--- config.mk ---
export PLATFORM = sky130hd
export DESIGN_NAME = hbf_host
export DESIGN_NICKNAME = d
export VERILOG_FILES = /design/src/core/hbf_pkg.sv /design/src/core/hbf_host.sv /design/src/core/hbf_reply_rx.sv
export VERILOG_INCLUDE_DIRS = /design/src /design/src/core
export SDC_FILE = /design/constraint.sdc
export NUM_CORES = 1
export LEC_CHECK = 0
export CAP_MARGIN = 20
export CORE_MARGIN = 5
export CORE_UTILIZATION = 38
export DETAILED_ROUTE_END_ITERATION = 16
export DONT_BUFFER_PORTS = 1
export PLACE_DENSITY = 0.48
export SETUP_SLACK_MARGIN = 0.3
export SYNTH_ARGS = -nofsm -noshare
export SYNTH_HDL_FRONTEND = slang
export SYNTH_SLANG_ARGS = --single-unit
--- constraint.sdc ---
create_clock -name sys_clk -period 3.6 [get_ports sys_clk]
set_clock_uncertainty 0.2 [all_clocks]
set_input_delay 0.18 -clock sys_clk [delete_from_list [all_inputs] [get_ports sys_clk]]
set_output_delay 0.18 -clock sys_clk [all_outputs]
set_load 0.02 [all_outputs]
--- src/core/hbf_defines.svh ---
// Constants of the host-side binary command framer.
// Assumes a 40 MHz system clock; counts derive from it.
`ifndef HBF_DEFINES_SVH
`define HBF_DEFINES_SVH

// ----------------------------------------------------------------
// Frame bytes
// ----------------------------------------------------------------
`define HBF_STX 8'h02
`define HBF_ETX 8'h03
`define HBF_ACK 8'h06
`define HBF_NAK 8'h15

// ----------------------------------------------------------------
// Field layout of the second descriptor byte
// ----------------------------------------------------------------
`define HBF_RD_BIT 7
`define HBF_LEN_W 7

// ----------------------------------------------------------------
// Timing
// ----------------------------------------------------------------
`define HBF_CLK_HZ 40000000
`define HBF_ACK_WAIT_MS 1000
`define HBF_REPLY_WAIT_MS 500
`define HBF_ACK_WAIT_CYC (`HBF_CLK_HZ / 1000 * `HBF_ACK_WAIT_MS)
`define HBF_REPLY_WAIT_CYC (`HBF_CLK_HZ / 1000 * `HBF_REPLY_WAIT_MS)
`define HBF_TIMER_W 26

`endif

--- src/core/hbf_pkg.sv ---
// Types shared by the host framer and its reply receiver.
// Assumes hbf_defines.svh sits on the include path.
`include "hbf_defines.svh"

package hbf_pkg;

    // Command id in the top byte, read flag then length below it
    typedef struct packed {
        logic [7:0] cmd_id;
        logic rd;
        logic [`HBF_LEN_W-1:0] len;
    } hbf_fd_t;

    typedef enum logic [2:0] {
        HBF_OK,
        HBF_NAKED,
        HBF_NO_DEVICE,
        HBF_REPLY_TIMEOUT,
        HBF_REPLY_BAD
    } hbf_result_t;

    typedef enum logic [3:0] {
        S_IDLE, S_D0, S_D1, S_DATA, S_CHK, S_ETX, S_ACK, S_REPLY
    } hbf_state_t;

    typedef enum logic [2:0] {
        R_STX, R_D0, R_D1, R_DATA, R_CHK, R_ETX, R_END
    } hbf_rstate_t;

endpackage

--- src/core/hbf_host.sv ---
// Host-side framer: sends one command frame, awaits ACK/NAK and any reply.
// Assumes a byte UART on sys_clk: tx with valid/ready, rx one-cycle strobes.
//
// How it works
// [RQ1] Frames open with start byte 02
// [RQ2] Descriptor: id, read flag, seven-bit length
// [RQ3] Id high byte; read flag tops byte two
// [RQ4] Data count equals descriptor length
// [RQ5] Check byte XORs descriptor and data
// [RQ6] Frames close with end byte 03
// [RQ7] Device answers 06 good, 15 bad
// [RQ8] Multi-byte values go low byte first
// [RQ9] Device checks order, XOR and count
// [RQ10] Device sends ACK only if checks pass
// [RQ11] Device drops frame after one-second gap
// [RQ12] Device idles again after 1.5 s silence
// [RQ13] Device runs commands from good frames
// [RQ14] Known read gets ACK plus reply
// [RQ15] Unknown read gets ACK, no reply
// [RQ16] Read frame has no data bytes
// [RQ17] No answer to read: no device
// [RQ18] No reply 500 ms after ACK: failed
// [RQ19] Device acknowledges every valid write
// [RQ20] Device never range-checks written data
// [RQ21] Confirm writes by reading back
// [RQ22] Device drops NAKed frame, goes idle
`timescale 1ns/100ps
`include "hbf_defines.svh"

module hbf_host #(
    parameter int ACK_WAIT_CYC = `HBF_ACK_WAIT_CYC,
    parameter int REPLY_WAIT_CYC = `HBF_REPLY_WAIT_CYC,
    parameter int TW = `HBF_TIMER_W
) (
    input wire logic sys_clk,
    input wire logic rst,
    input wire logic req_valid,
    input hbf_pkg::hbf_fd_t req_fd,
    output logic req_ready,
    input wire logic [7:0] wr_byte,
    output logic wr_next,
    output logic [7:0] tx_byte,
    output logic tx_valid,
    input wire logic tx_ready,
    input wire logic [7:0] rx_byte,
    input wire logic rx_valid,
    output logic [7:0] rd_byte,
    output logic rd_valid,
    output logic done,
    output hbf_pkg::hbf_result_t result
);
    import hbf_pkg::*;

    localparam logic [TW-1:0] ACK_LIM = TW'(ACK_WAIT_CYC - 1);
    localparam logic [TW-1:0] REPLY_LIM = TW'(REPLY_WAIT_CYC - 1);

    hbf_state_t state, next_state;
    hbf_fd_t cur, next_cur;
    logic [`HBF_LEN_W-1:0] cnt, next_cnt;
    logic [7:0] chk, next_chk;
    logic [TW-1:0] timer, next_timer;
    logic listen, next_listen;
    logic [7:0] next_tx_byte;
    logic next_tx_valid, next_wr_next, next_done, next_req_ready;
    hbf_result_t next_result;
    logic fin, good;

    // ----------------------------------------------------------------
    // Reply receiver
    // ----------------------------------------------------------------
    hbf_reply_rx u_reply (
        .sys_clk(sys_clk),
        .rst(rst),
        .listen(listen),
        .exp_fd(cur),
        .rx_byte(rx_byte),
        .rx_valid(rx_valid),
        .rd_byte(rd_byte),
        .rd_valid(rd_valid),
        .fin(fin),
        .good(good)
    );

    // ----------------------------------------------------------------
    // Sequencer
    // ----------------------------------------------------------------
    // One byte is loaded whenever the transmit holding flop is empty,
    // so the frame leaves one byte every second cycle at most and never trips the gap watchdog.
    always_comb begin
        next_state = state;
        next_cur = cur;
        next_cnt = cnt;
        next_chk = chk;
        next_timer = timer + 1'b1;
        next_listen = listen;
        next_tx_byte = tx_byte;
        next_tx_valid = tx_valid;
        next_wr_next = 1'b0;
        next_done = 1'b0;
        next_result = result;
        if (tx_valid && tx_ready) begin
            next_tx_valid = 1'b0;
        end
        unique case (state)
            S_IDLE: begin
                next_timer = '0;
                if (req_valid) begin
                    next_cur = req_fd;
                    next_tx_byte = `HBF_STX; // see RQ1
                    next_tx_valid = 1'b1;
                    next_state = S_D0;
                end
            end
            S_D0: if (!tx_valid) begin
                next_tx_byte = cur.cmd_id; // see RQ2 see RQ3
                next_tx_valid = 1'b1;
                next_chk = cur.cmd_id;
                next_state = S_D1;
            end
            S_D1: if (!tx_valid) begin
                next_tx_byte = {cur.rd, cur.len}; // see RQ2 see RQ3
                next_tx_valid = 1'b1;
                next_chk = chk ^ {cur.rd, cur.len};
                next_cnt = cur.len;
                // Read frames carry no data bytes; see RQ16
                next_state = (cur.rd || cur.len == '0) ? S_CHK : S_DATA;
            end
            S_DATA: if (!tx_valid) begin
                // User supplies values low byte first; see RQ8 see RQ4
                next_tx_byte = wr_byte;
                next_tx_valid = 1'b1;
                next_wr_next = 1'b1;
                next_chk = chk ^ wr_byte;
                next_cnt = cnt - 1'b1;
                if (cnt == 7'h01) begin
                    next_state = S_CHK;
                end
            end
            S_CHK: if (!tx_valid) begin
                next_tx_byte = chk; // see RQ5
                next_tx_valid = 1'b1;
                next_state = S_ETX;
            end
            S_ETX: if (!tx_valid) begin
                next_tx_byte = `HBF_ETX; // see RQ6
                next_tx_valid = 1'b1;
                next_state = S_ACK;
            end
            S_ACK: begin
                if (tx_valid) begin
                    next_timer = '0;
                end else if (rx_valid && rx_byte == `HBF_ACK) begin
                    // see RQ7 see RQ10 see RQ14 see RQ19
                    if (cur.rd) begin
                        next_listen = 1'b1;
                        next_timer = '0;
                        next_state = S_REPLY;
                    end else begin
                        next_done = 1'b1;
                        next_result = HBF_OK;
                        next_state = S_IDLE;
                    end
                end else if (rx_valid && rx_byte == `HBF_NAK) begin
                    // Device dropped the frame; see RQ7 see RQ22
                    next_done = 1'b1;
                    next_result = HBF_NAKED;
                    next_state = S_IDLE;
                end else if (timer == ACK_LIM) begin
                    next_done = 1'b1;
                    next_result = HBF_NO_DEVICE; // see RQ17
                    next_state = S_IDLE;
                end
            end
            S_REPLY: begin
                if (fin) begin
                    // Read-back data leaves unaltered for write checks; see RQ21
                    next_listen = 1'b0;
                    next_done = 1'b1;
                    next_result = good ? HBF_OK : HBF_REPLY_BAD;
                    next_state = S_IDLE;
                end else if (timer == REPLY_LIM) begin
                    // Also the outcome of an unknown read id; see RQ18 see RQ15
                    next_listen = 1'b0;
                    next_done = 1'b1;
                    next_result = HBF_REPLY_TIMEOUT;
                    next_state = S_IDLE;
                end
            end
        endcase
        next_req_ready = (next_state == S_IDLE);
    end

    always_ff @(posedge sys_clk or posedge rst) begin
        if (rst) begin
            state <= S_IDLE;
            cur <= '0;
            cnt <= '0;
            chk <= 8'h00;
            timer <= '0;
            listen <= 1'b0;
            tx_byte <= 8'h00;
            tx_valid <= 1'b0;
            wr_next <= 1'b0;
            done <= 1'b0;
            result <= HBF_OK;
            req_ready <= 1'b1;
        end else begin
            state <= next_state;
            cur <= next_cur;
            cnt <= next_cnt;
            chk <= next_chk;
            timer <= next_timer;
            listen <= next_listen;
            tx_byte <= next_tx_byte;
            tx_valid <= next_tx_valid;
            wr_next <= next_wr_next;
            done <= next_done;
            result <= next_result;
            req_ready <= next_req_ready;
        end
    end

    // ----------------------------------------------------------------
    // Checks
    // ----------------------------------------------------------------
    logic hs;
    logic [7:0] hs_xor;
    logic [7:0] hs_cnt;
    assign hs = tx_valid && tx_ready;
    always_ff @(posedge sys_clk or posedge rst) begin
        if (rst) begin
            hs_xor <= 8'h00;
            hs_cnt <= 8'h00;
        end else if (hs && tx_byte == `HBF_STX && state == S_D0) begin
            hs_xor <= 8'h00;
            hs_cnt <= 8'h01;
        end else if (hs) begin
            hs_xor <= hs_xor ^ tx_byte;
            hs_cnt <= hs_cnt + 8'h01;
        end
    end
endmodule

--- src/core/hbf_reply_rx.sv ---
// Reply frame receiver of the host framer.
// Assumes received bytes arrive as one-cycle strobes on sys_clk.
`timescale 1ns/100ps
`include "hbf_defines.svh"

module hbf_reply_rx (
    input wire logic sys_clk,
    input wire logic rst,
    input wire logic listen,
    input hbf_pkg::hbf_fd_t exp_fd,
    input wire logic [7:0] rx_byte,
    input wire logic rx_valid,
    output logic [7:0] rd_byte,
    output logic rd_valid,
    output logic fin,
    output logic good
);
    import hbf_pkg::*;

    hbf_rstate_t state, next_state;
    logic [7:0] chk, next_chk;
    logic [`HBF_LEN_W-1:0] cnt, next_cnt;
    logic bad, next_bad;
    logic [7:0] next_rd_byte;
    logic next_rd_valid, next_fin, next_good;

    // ----------------------------------------------------------------
    // Frame walk
    // ----------------------------------------------------------------
    always_comb begin
        next_state = state;
        next_chk = chk;
        next_cnt = cnt;
        next_bad = bad;
        next_rd_byte = rd_byte;
        next_rd_valid = 1'b0;
        next_fin = 1'b0;
        next_good = good;
        if (!listen) begin
            next_state = R_STX;
            next_bad = 1'b0;
        end else if (rx_valid) begin
            unique case (state)
                R_STX: begin
                    // Noise before the start byte is skipped; see RQ1
                    if (rx_byte == `HBF_STX) begin
                        next_state = R_D0;
                    end
                end
                R_D0: begin
                    next_bad = bad | (rx_byte != exp_fd.cmd_id);
                    next_chk = rx_byte;
                    next_state = R_D1;
                end
                R_D1: begin
                    // Reply carries write flag and the asked length; see RQ2 see RQ3
                    next_bad = bad | (rx_byte != {1'b0, exp_fd.len});
                    next_chk = chk ^ rx_byte;
                    next_cnt = rx_byte[`HBF_LEN_W-1:0];
                    next_state = (rx_byte[`HBF_LEN_W-1:0] == '0) ? R_CHK : R_DATA;
                end
                R_DATA: begin
                    // Bytes leave in arrival order, least significant first; see RQ8 see RQ4
                    next_rd_byte = rx_byte;
                    next_rd_valid = 1'b1;
                    next_chk = chk ^ rx_byte;
                    next_cnt = cnt - 1'b1;
                    if (cnt == 7'h01) begin
                        next_state = R_CHK;
                    end
                end
                R_CHK: begin
                    next_bad = bad | (rx_byte != chk); // see RQ5
                    next_state = R_ETX;
                end
                R_ETX: begin
                    next_fin = 1'b1;
                    next_good = !bad && (rx_byte == `HBF_ETX); // see RQ6
                    next_state = R_END;
                end
                R_END: begin
                    next_state = R_END;
                end
            endcase
        end
    end

    always_ff @(posedge sys_clk or posedge rst) begin
        if (rst) begin
            state <= R_STX;
            chk <= 8'h00;
            cnt <= '0;
            bad <= 1'b0;
            rd_byte <= 8'h00;
            rd_valid <= 1'b0;
            fin <= 1'b0;
            good <= 1'b0;
        end else begin
            state <= next_state;
            chk <= next_chk;
            cnt <= next_cnt;
            bad <= next_bad;
            rd_byte <= next_rd_byte;
            rd_valid <= next_rd_valid;
            fin <= next_fin;
            good <= next_good;
        end
    end
endmodule

==> impl_metrics.ini, run 1 <==
[drt]
wirelength_microns = 17880
drt_first_pass_iters = 5
drc = 0
routed-wl-met3_microns = 790
via_per_inst = 5.568
wl_met1_microns = 8314
highest_layer = met4
wire_per_inst_microns = 19.27
dr_wl_met2_microns = 8463
vias = 5167
drtIter0Drc = 414
final_antenna_net_count = 0

[global_routing]
grt_pass1_vias = 5247
grt_max_degree = 66
grt_usage_pct = 19.58
grt_pass1_wl_microns = 28800
antenna_found_initial = 0
grt-ovfl-total = 0

[worst_setup_path]
crit_chain = nor2_1, and2_1, nand2_1, o21ai_0, o21ai_0
rr_startpoint = state[2]
cpLargestDelayFamily = simple AND/OR/NAND/NOR gates
path_class = register to register
setup.worst_path.end_class = register
critPathMaxStageDelay_ns = 0.69
cp_slowest_cell = and2_1
rr_endpoint = cnt[5]
path_buf_inv = 0
rr_worst_depth = 5
required_ns = 3.63
crit_fanout = 24
worstSetupStartpointType = register
cpMostUsedCell = o21ai_0
arrival_ns = 2.60
rrSetupSlack_ns = 1.03

[timing]
period_needed_ns = 2.566
setup_viol = 0
max_freq_mhz = 389.6
tightest_slew_ns = 0.8542
rsz0062_at_grt = no
drv_slew = 0
tns_ns = 0
maxSlewHeadroom_pct = 43.05
setup_ws_ns = 1.034
hold_violations = 0
period_share_pct = 71.29

[clock_tree]
cts_buffers = 9
clk_pin_slew_worst_paths_ns = 0.07
root_buffer = clkbuf_16
ctsLongestPathBuffers = 2
cts_setup_buffers = 0
clock-sinks = 107
htreeDepth = 3
cts_tree = built
clk_latency_ns = 0.36

[pwr]
power_leakage_nw = 2.973
combPwrFrac_pct = 41.2
p_sw_mw = 2.578
ir_worst_vdd_v = 0.0003006
power.internal_mw = 3.304
sequentialPowerShare_pct = 40.2
clockPowerShare_pct = 18.6
power_density_mw_per_mm2 = 834.8
swShare_pct = 43.83

[worst_hold_path]
min_path_type = input port to register
whs_endpoint = u_reply.bad
hold_path_startpoint = rx_byte[2]
min_path_cells = 2

[placement]
pre_cts_slack_ns = 1.086
numPortBuffers = 0
placed_area_sq_mm = 0.006359
dp_hpwl_microns = 11990
gp_congestion = 0.7988

[floorplanning]
die_area_sq_mm = 0.01903
coreArea_sq_mm = 0.01600
start_util_pct = 38.88
io_pins = 61
chipWidth_microns = 138.0
rows = 46
die_h_microns = 138.0

[synth]
synthSimpleGateAreaFrac_pct = 22.65
synthAdderAreaFrac_pct = 1.006
syn-num-nets = 739
synth_top_family_by_area = simple AND/OR/NAND/NOR gates
synth_ff_type = dfrtp_1
synth_xor_area_share_pct = 5.209
synth-compound-area-share_pct = 17.26
avgSynthCellArea_sq_um = 8.925
synth_warnings = 0
syn-cell-area_sq_mm = 0.006221
muxShareOfSynthArea_pct = 6.637
synth_commonest_cells = dfrtp_1, nand2_1, nor2_1
synth_top_area_cell = dfrtp_1
yosys_register_bits = 107
synth_cell_types = 71
ys_seq_area_share_pct = 43.06
netlist.area_leader.share_pct = 42.64
synth_edf_count = 0
ys_async_sr_fraction_pct = 100.0
yosysMostFrequentCell = dfrtp_1
synth_area_leaders = dfrtp_1, nand2_1, xor2_1
syn_inst = 697

[layout]
final_util_pct = 44.03
syn_to_final_growth_pct = 13.25
nets = 750
postLayoutCellArea_sq_mm = 0.007046
drive_gt1_share_pct = 8.427
antennaDiodeCount = 0
num-fill-cells = 1635

[run]
drv_cap = 0

[outcome]
status = complete, no violations
## metrics by stage
stage / cells / hold WS, ns / power [mW]
final: 928 / 0.01973 / 5.882
after global routing: 928 / 0.02030 / 6.336
after CTS: 928 / 0.003658 / 5.915
after detailed placement: 877 / 0.08693 / 4.759
after global placement: 877 / 0.08842 / 4.703
after floorplan: 697 / 0.08544 / 4.139
## layer usage
metal	track usage [%]	up-vias
met2	31.34	106
met5	0	-
met1	26.74	2525
met4	5.873	0
met3	4.136	24
li1	-	2512
## cells by family after synthesis
group                      after synthesis
and+or+nand+nor                        284
AOI/OAI and AO/OA                      165
DFF                                    107
buffers and inverters                   60
muxes                                   39
xor gates and xnor gates                37
adders and majority gates                5
## power groups by stage
| stage | clock, mW | combinational [mW] | sequential [mW] |
|---|---|---|---|
| after floorplan | 0 | 2.09 | 2.05 |
| after global placement | 0 | 2.33 | 2.37 |
| after detailed placement | 0 | 2.38 | 2.38 |
| after CTS | 1.13 | 2.43 | 2.36 |
| after global routing | 1.17 | 2.74 | 2.43 |
| final | 1.09 | 2.42 | 2.36 |
## sequential cells by signal, summed over array words and instances, names as in the netlist, 3 cells and up
| register | count |
|---|---|
| u_reply.cnt | 7 |
| u_reply.rd_byte | 8 |
| tx_byte | 8 |
| u_reply.state | 3 |
| timer | 26 |
| state | 4 |
| cur | 16 |
| chk | 8 |
| result | 3 |
| u_reply.chk | 8 |
| cnt | 7 |
## worst max-delay path by stage
stage                      from     endpoint  slack, ns  cells past startpoint
6_report               state[2]       cnt[5]       1.03                      5
5_1_grt                state[2]       cnt[5]       0.81                      5
4_1_cts                state[2]       cnt[5]       1.07                      5
3_5_place_dp           state[2]       cnt[5]       1.09                      5
3_3_place_gp   u_reply.state[2]  u_reply.bad       1.17                      6
2_1_floorplan               rst       chk[0]       0.40                      1
## area by class of cell
class                           instances  area (sq um)  share of cell area (%)
Sequential cell                       107          2679                   38.02
Inverter                               18         70.07                  0.9945
Tap cell                              216         270.3                   3.836
Timing Repair Buffer                   42         417.9                   5.931
Multi-Input combinational cell        530          3282                   46.58
Clock inverter                          4         73.82                   1.048
Clock buffer                           11         252.7                   3.587
## what timing repair did
item | 4_1_cts | 5_1_grt
hold buffers | 36 | 0
endpoints found under the hold margin | 122 | 0
gates resized for setup | 0 | 0
## layout by cell type (no fill, tap or decap), drive strengths merged, types with 6 or more instances in the layout
master | netlist | final
and3 | 11 | 11
dfrtp | 106 | 106
a22oi | 6 | 6
xor2 | 32 | 32
nand2 | 97 | 97
o21ai | 36 | 36
and2 | 6 | 6
buf | 22 | 6
nor2b | 14 | 14
dlygate4sd3 | 0 | 36
nand4 | 8 | 8
a22o | 7 | 7
inv | 18 | 18
clkbuf | 20 | 11
nand2b | 6 | 6
o22ai | 19 | 19
nand3 | 21 | 21
nor2 | 71 | 71
nor3 | 15 | 15
nor4 | 8 | 8
mux2 | 18 | 18
a21oi | 47 | 47
mux2i | 21 | 21
Note: power is estimated with default switching activity, not from simulation.
==> run 2, diff against run 1 <==
- clock period: 3.6 -> 2.6 ns (I/O delays scaled with it)
==> run 2 against run 1 <==
Power increased by 43%. Register-to-register slack got worse by 0.67 ns. Clock power up 48%. Sequential power up 36%. Core utilization is 0.95 points higher. Die area unchanged. Combinational power increased by 49%. Wire length is 0.30% higher. Critical path type is now input port to register. Worst hold slack got worse by 0.015 ns. First-iteration DRC count rose by 25%. Sequential cell count did not move. Setup slack got worse by 0.73 ns.
==> impl_metrics.ini, run 2 (synthesis results as in run 1) <==
[outcome]
status = complete, no violations

[worst_setup_path]
cp_slowest_cell = dlygate4sd3_1
path_class = input port to register
crit_start = rx_byte[3]
rr_startpoint = u_reply.state[0]
worstSetupStartpointType = input port
crit_fanout = 5
path_buf_inv = 1
cpLargestDelayFamily = compound AO/OA/AOI/OAI gates
critPathMaxStageDelay_ns = 0.66
arrival_ns = 2.34
required_ns = 2.64
setup.worst_path.end = u_reply.state[0]
crit_chain = dlygate4sd3_1, or4_4, o41ai_1, o21a_1, nand3_1, a21oi_1, nor3_1
path_depth = 7
setup.worst_path.end_class = register
rrSetupSlack_ns = 0.36
rr_endpoint = u_reply.bad
rr_worst_depth = 6

[floorplanning]
start_util_pct = 38.88
rows = 46
die_h_microns = 138.0
coreArea_sq_mm = 0.01600
die_area_sq_mm = 0.01903
chipWidth_microns = 138.0
io_pins = 61

[drt]
vias = 5321
drt_first_pass_iters = 5
drtIter0Drc = 516
final_antenna_net_count = 0
wire_per_inst_microns = 19.02
via_per_inst = 5.643
wirelength_microns = 17940
drc = 0

[layout]
nets = 764
drive_gt1_share_pct = 10.87
num-fill-cells = 1582
largest_reg_flops = 26
final_util_pct = 44.99
syn_to_final_growth_pct = 15.71
final_common_cell = dfrtp_1
top_register = timer
fin_cells = 943
antennaDiodeCount = 0
top_regs = timer (26), cur (16)
final_cell_mix = dfrtp_1, nand2_1, nor2_1

[global_routing]
grt_pass1_wl_microns = 28780
grt_usage_pct = 19.55
grt_pass1_vias = 5199
grt_max_degree = 108
grt-ovfl-total = 0
antenna_found_initial = 0

[timing]
tightest_slew_ns = 0.8572
maxSlewHeadroom_pct = 42.47
hold_violations = 0
setup_viol = 0
max_freq_mhz = 435.4
period_needed_ns = 2.297
period_share_pct = 88.33
drv_slew = 0
rsz0062_at_grt = yes
tns_ns = 0

[pwr]
power_density_mw_per_mm2 = 1171
power_leakage_nw = 3.048
ir_worst_vdd_v = 0.0005668

[clock_tree]
cts_buffers = 9
cts_setup_buffers = 0
htreeDepth = 3
clock-sinks = 107
root_buffer = clkbuf_16
cts_tree = built
ctsLongestPathBuffers = 2
clk_pin_slew_worst_paths_ns = 0.07
clk_latency_ns = 0.36

[worst_hold_path]
min_path_type = input port to register

[placement]
numPortBuffers = 0
dp_hpwl_microns = 12090
placedCellCount = 890
gp_congestion = 0.8389

[run]
drv_cap = 0
run 2: timing repair:
action                                  in CTS  in global routing
endpoints found under the setup margin       0                 34
hold buffers                                36                  1
hold endpoints to repair                   170                  4
resized for setup                            0                  9
run 2: worst min path at each step:
stage                          start            endpoint  slack, ns  cells after the start
after floorplan           rx_byte[6]  u_reply.rd_byte[6]       0.04                      2
after global placement           rst      u_reply.cnt[2]       0.03                      2
after detailed placement         rst      u_reply.cnt[1]       0.03                      2
after CTS                 rx_byte[2]  u_reply.rd_byte[2]      -0.33                      2
after global routing      rx_byte[2]         u_reply.bad      0.005                      2
final                     rx_byte[2]         u_reply.bad      0.004                      2
run 2: report_power, final:
group	internal (mW)	switching (mW)	leakage, nW	total (mW)
clock	0.970	0.642	0.169	1.61
combinational	1.54	2.07	1.55	3.61
sequential	2.26	0.944	1.33	3.21
total	4.77	3.66	3.05	8.43
run 2: worst reg2reg max path, cell delays in order, from the launching register on:
cell,delay [ns]
dfrtp_1,0.45
nand2b_1,0.19
mux2i_1,0.20
mux2_2,0.35
a2111o_1,0.38
nor4_1,0.19
a41oi_1,0.14
run 2: metal layers:
| metal | up-vias | wire length, microns | track usage (%) |
|---|---|---|---|
| met5 | - | 0 | 0 |
| met4 | 0 | 265 | 5.434 |
| met3 | 20 | 882 | 3.737 |
| met2 | 137 | 8596 | 31.67 |
| met1 | 2609 | 8193 | 26.81 |
| li1 | 2555 | - | - |
run 2: layout make-up:
type                            count  area [sq um]  share of cell area (%)
Multi-Input combinational cell    530          3297                   45.80
Timing Repair Buffer               56         529.3                   7.353
Clock buffer                       10         239.0                   3.320
Clock inverter                      6         111.4                   1.547
Inverter                           18         71.32                  0.9908
Tap cell                          216         270.3                   3.755
Sequential cell                   107          2680                   37.23
run 2: stage by stage:
stage          area [sq um]  hold WS [ns]  worst slack [ns]  total power [mW]
5_1_grt                7198      0.005298            0.1761             9.049
4_1_cts                7168       -0.3258            0.3341             8.437
3_5_place_dp           6457       0.02675            0.3563             6.744
3_3_place_gp           6457       0.02537            0.3693             6.650
2_1_floorplan          6225       0.03544            0.4750             5.731
6_report               7198      0.004439            0.3035             8.426
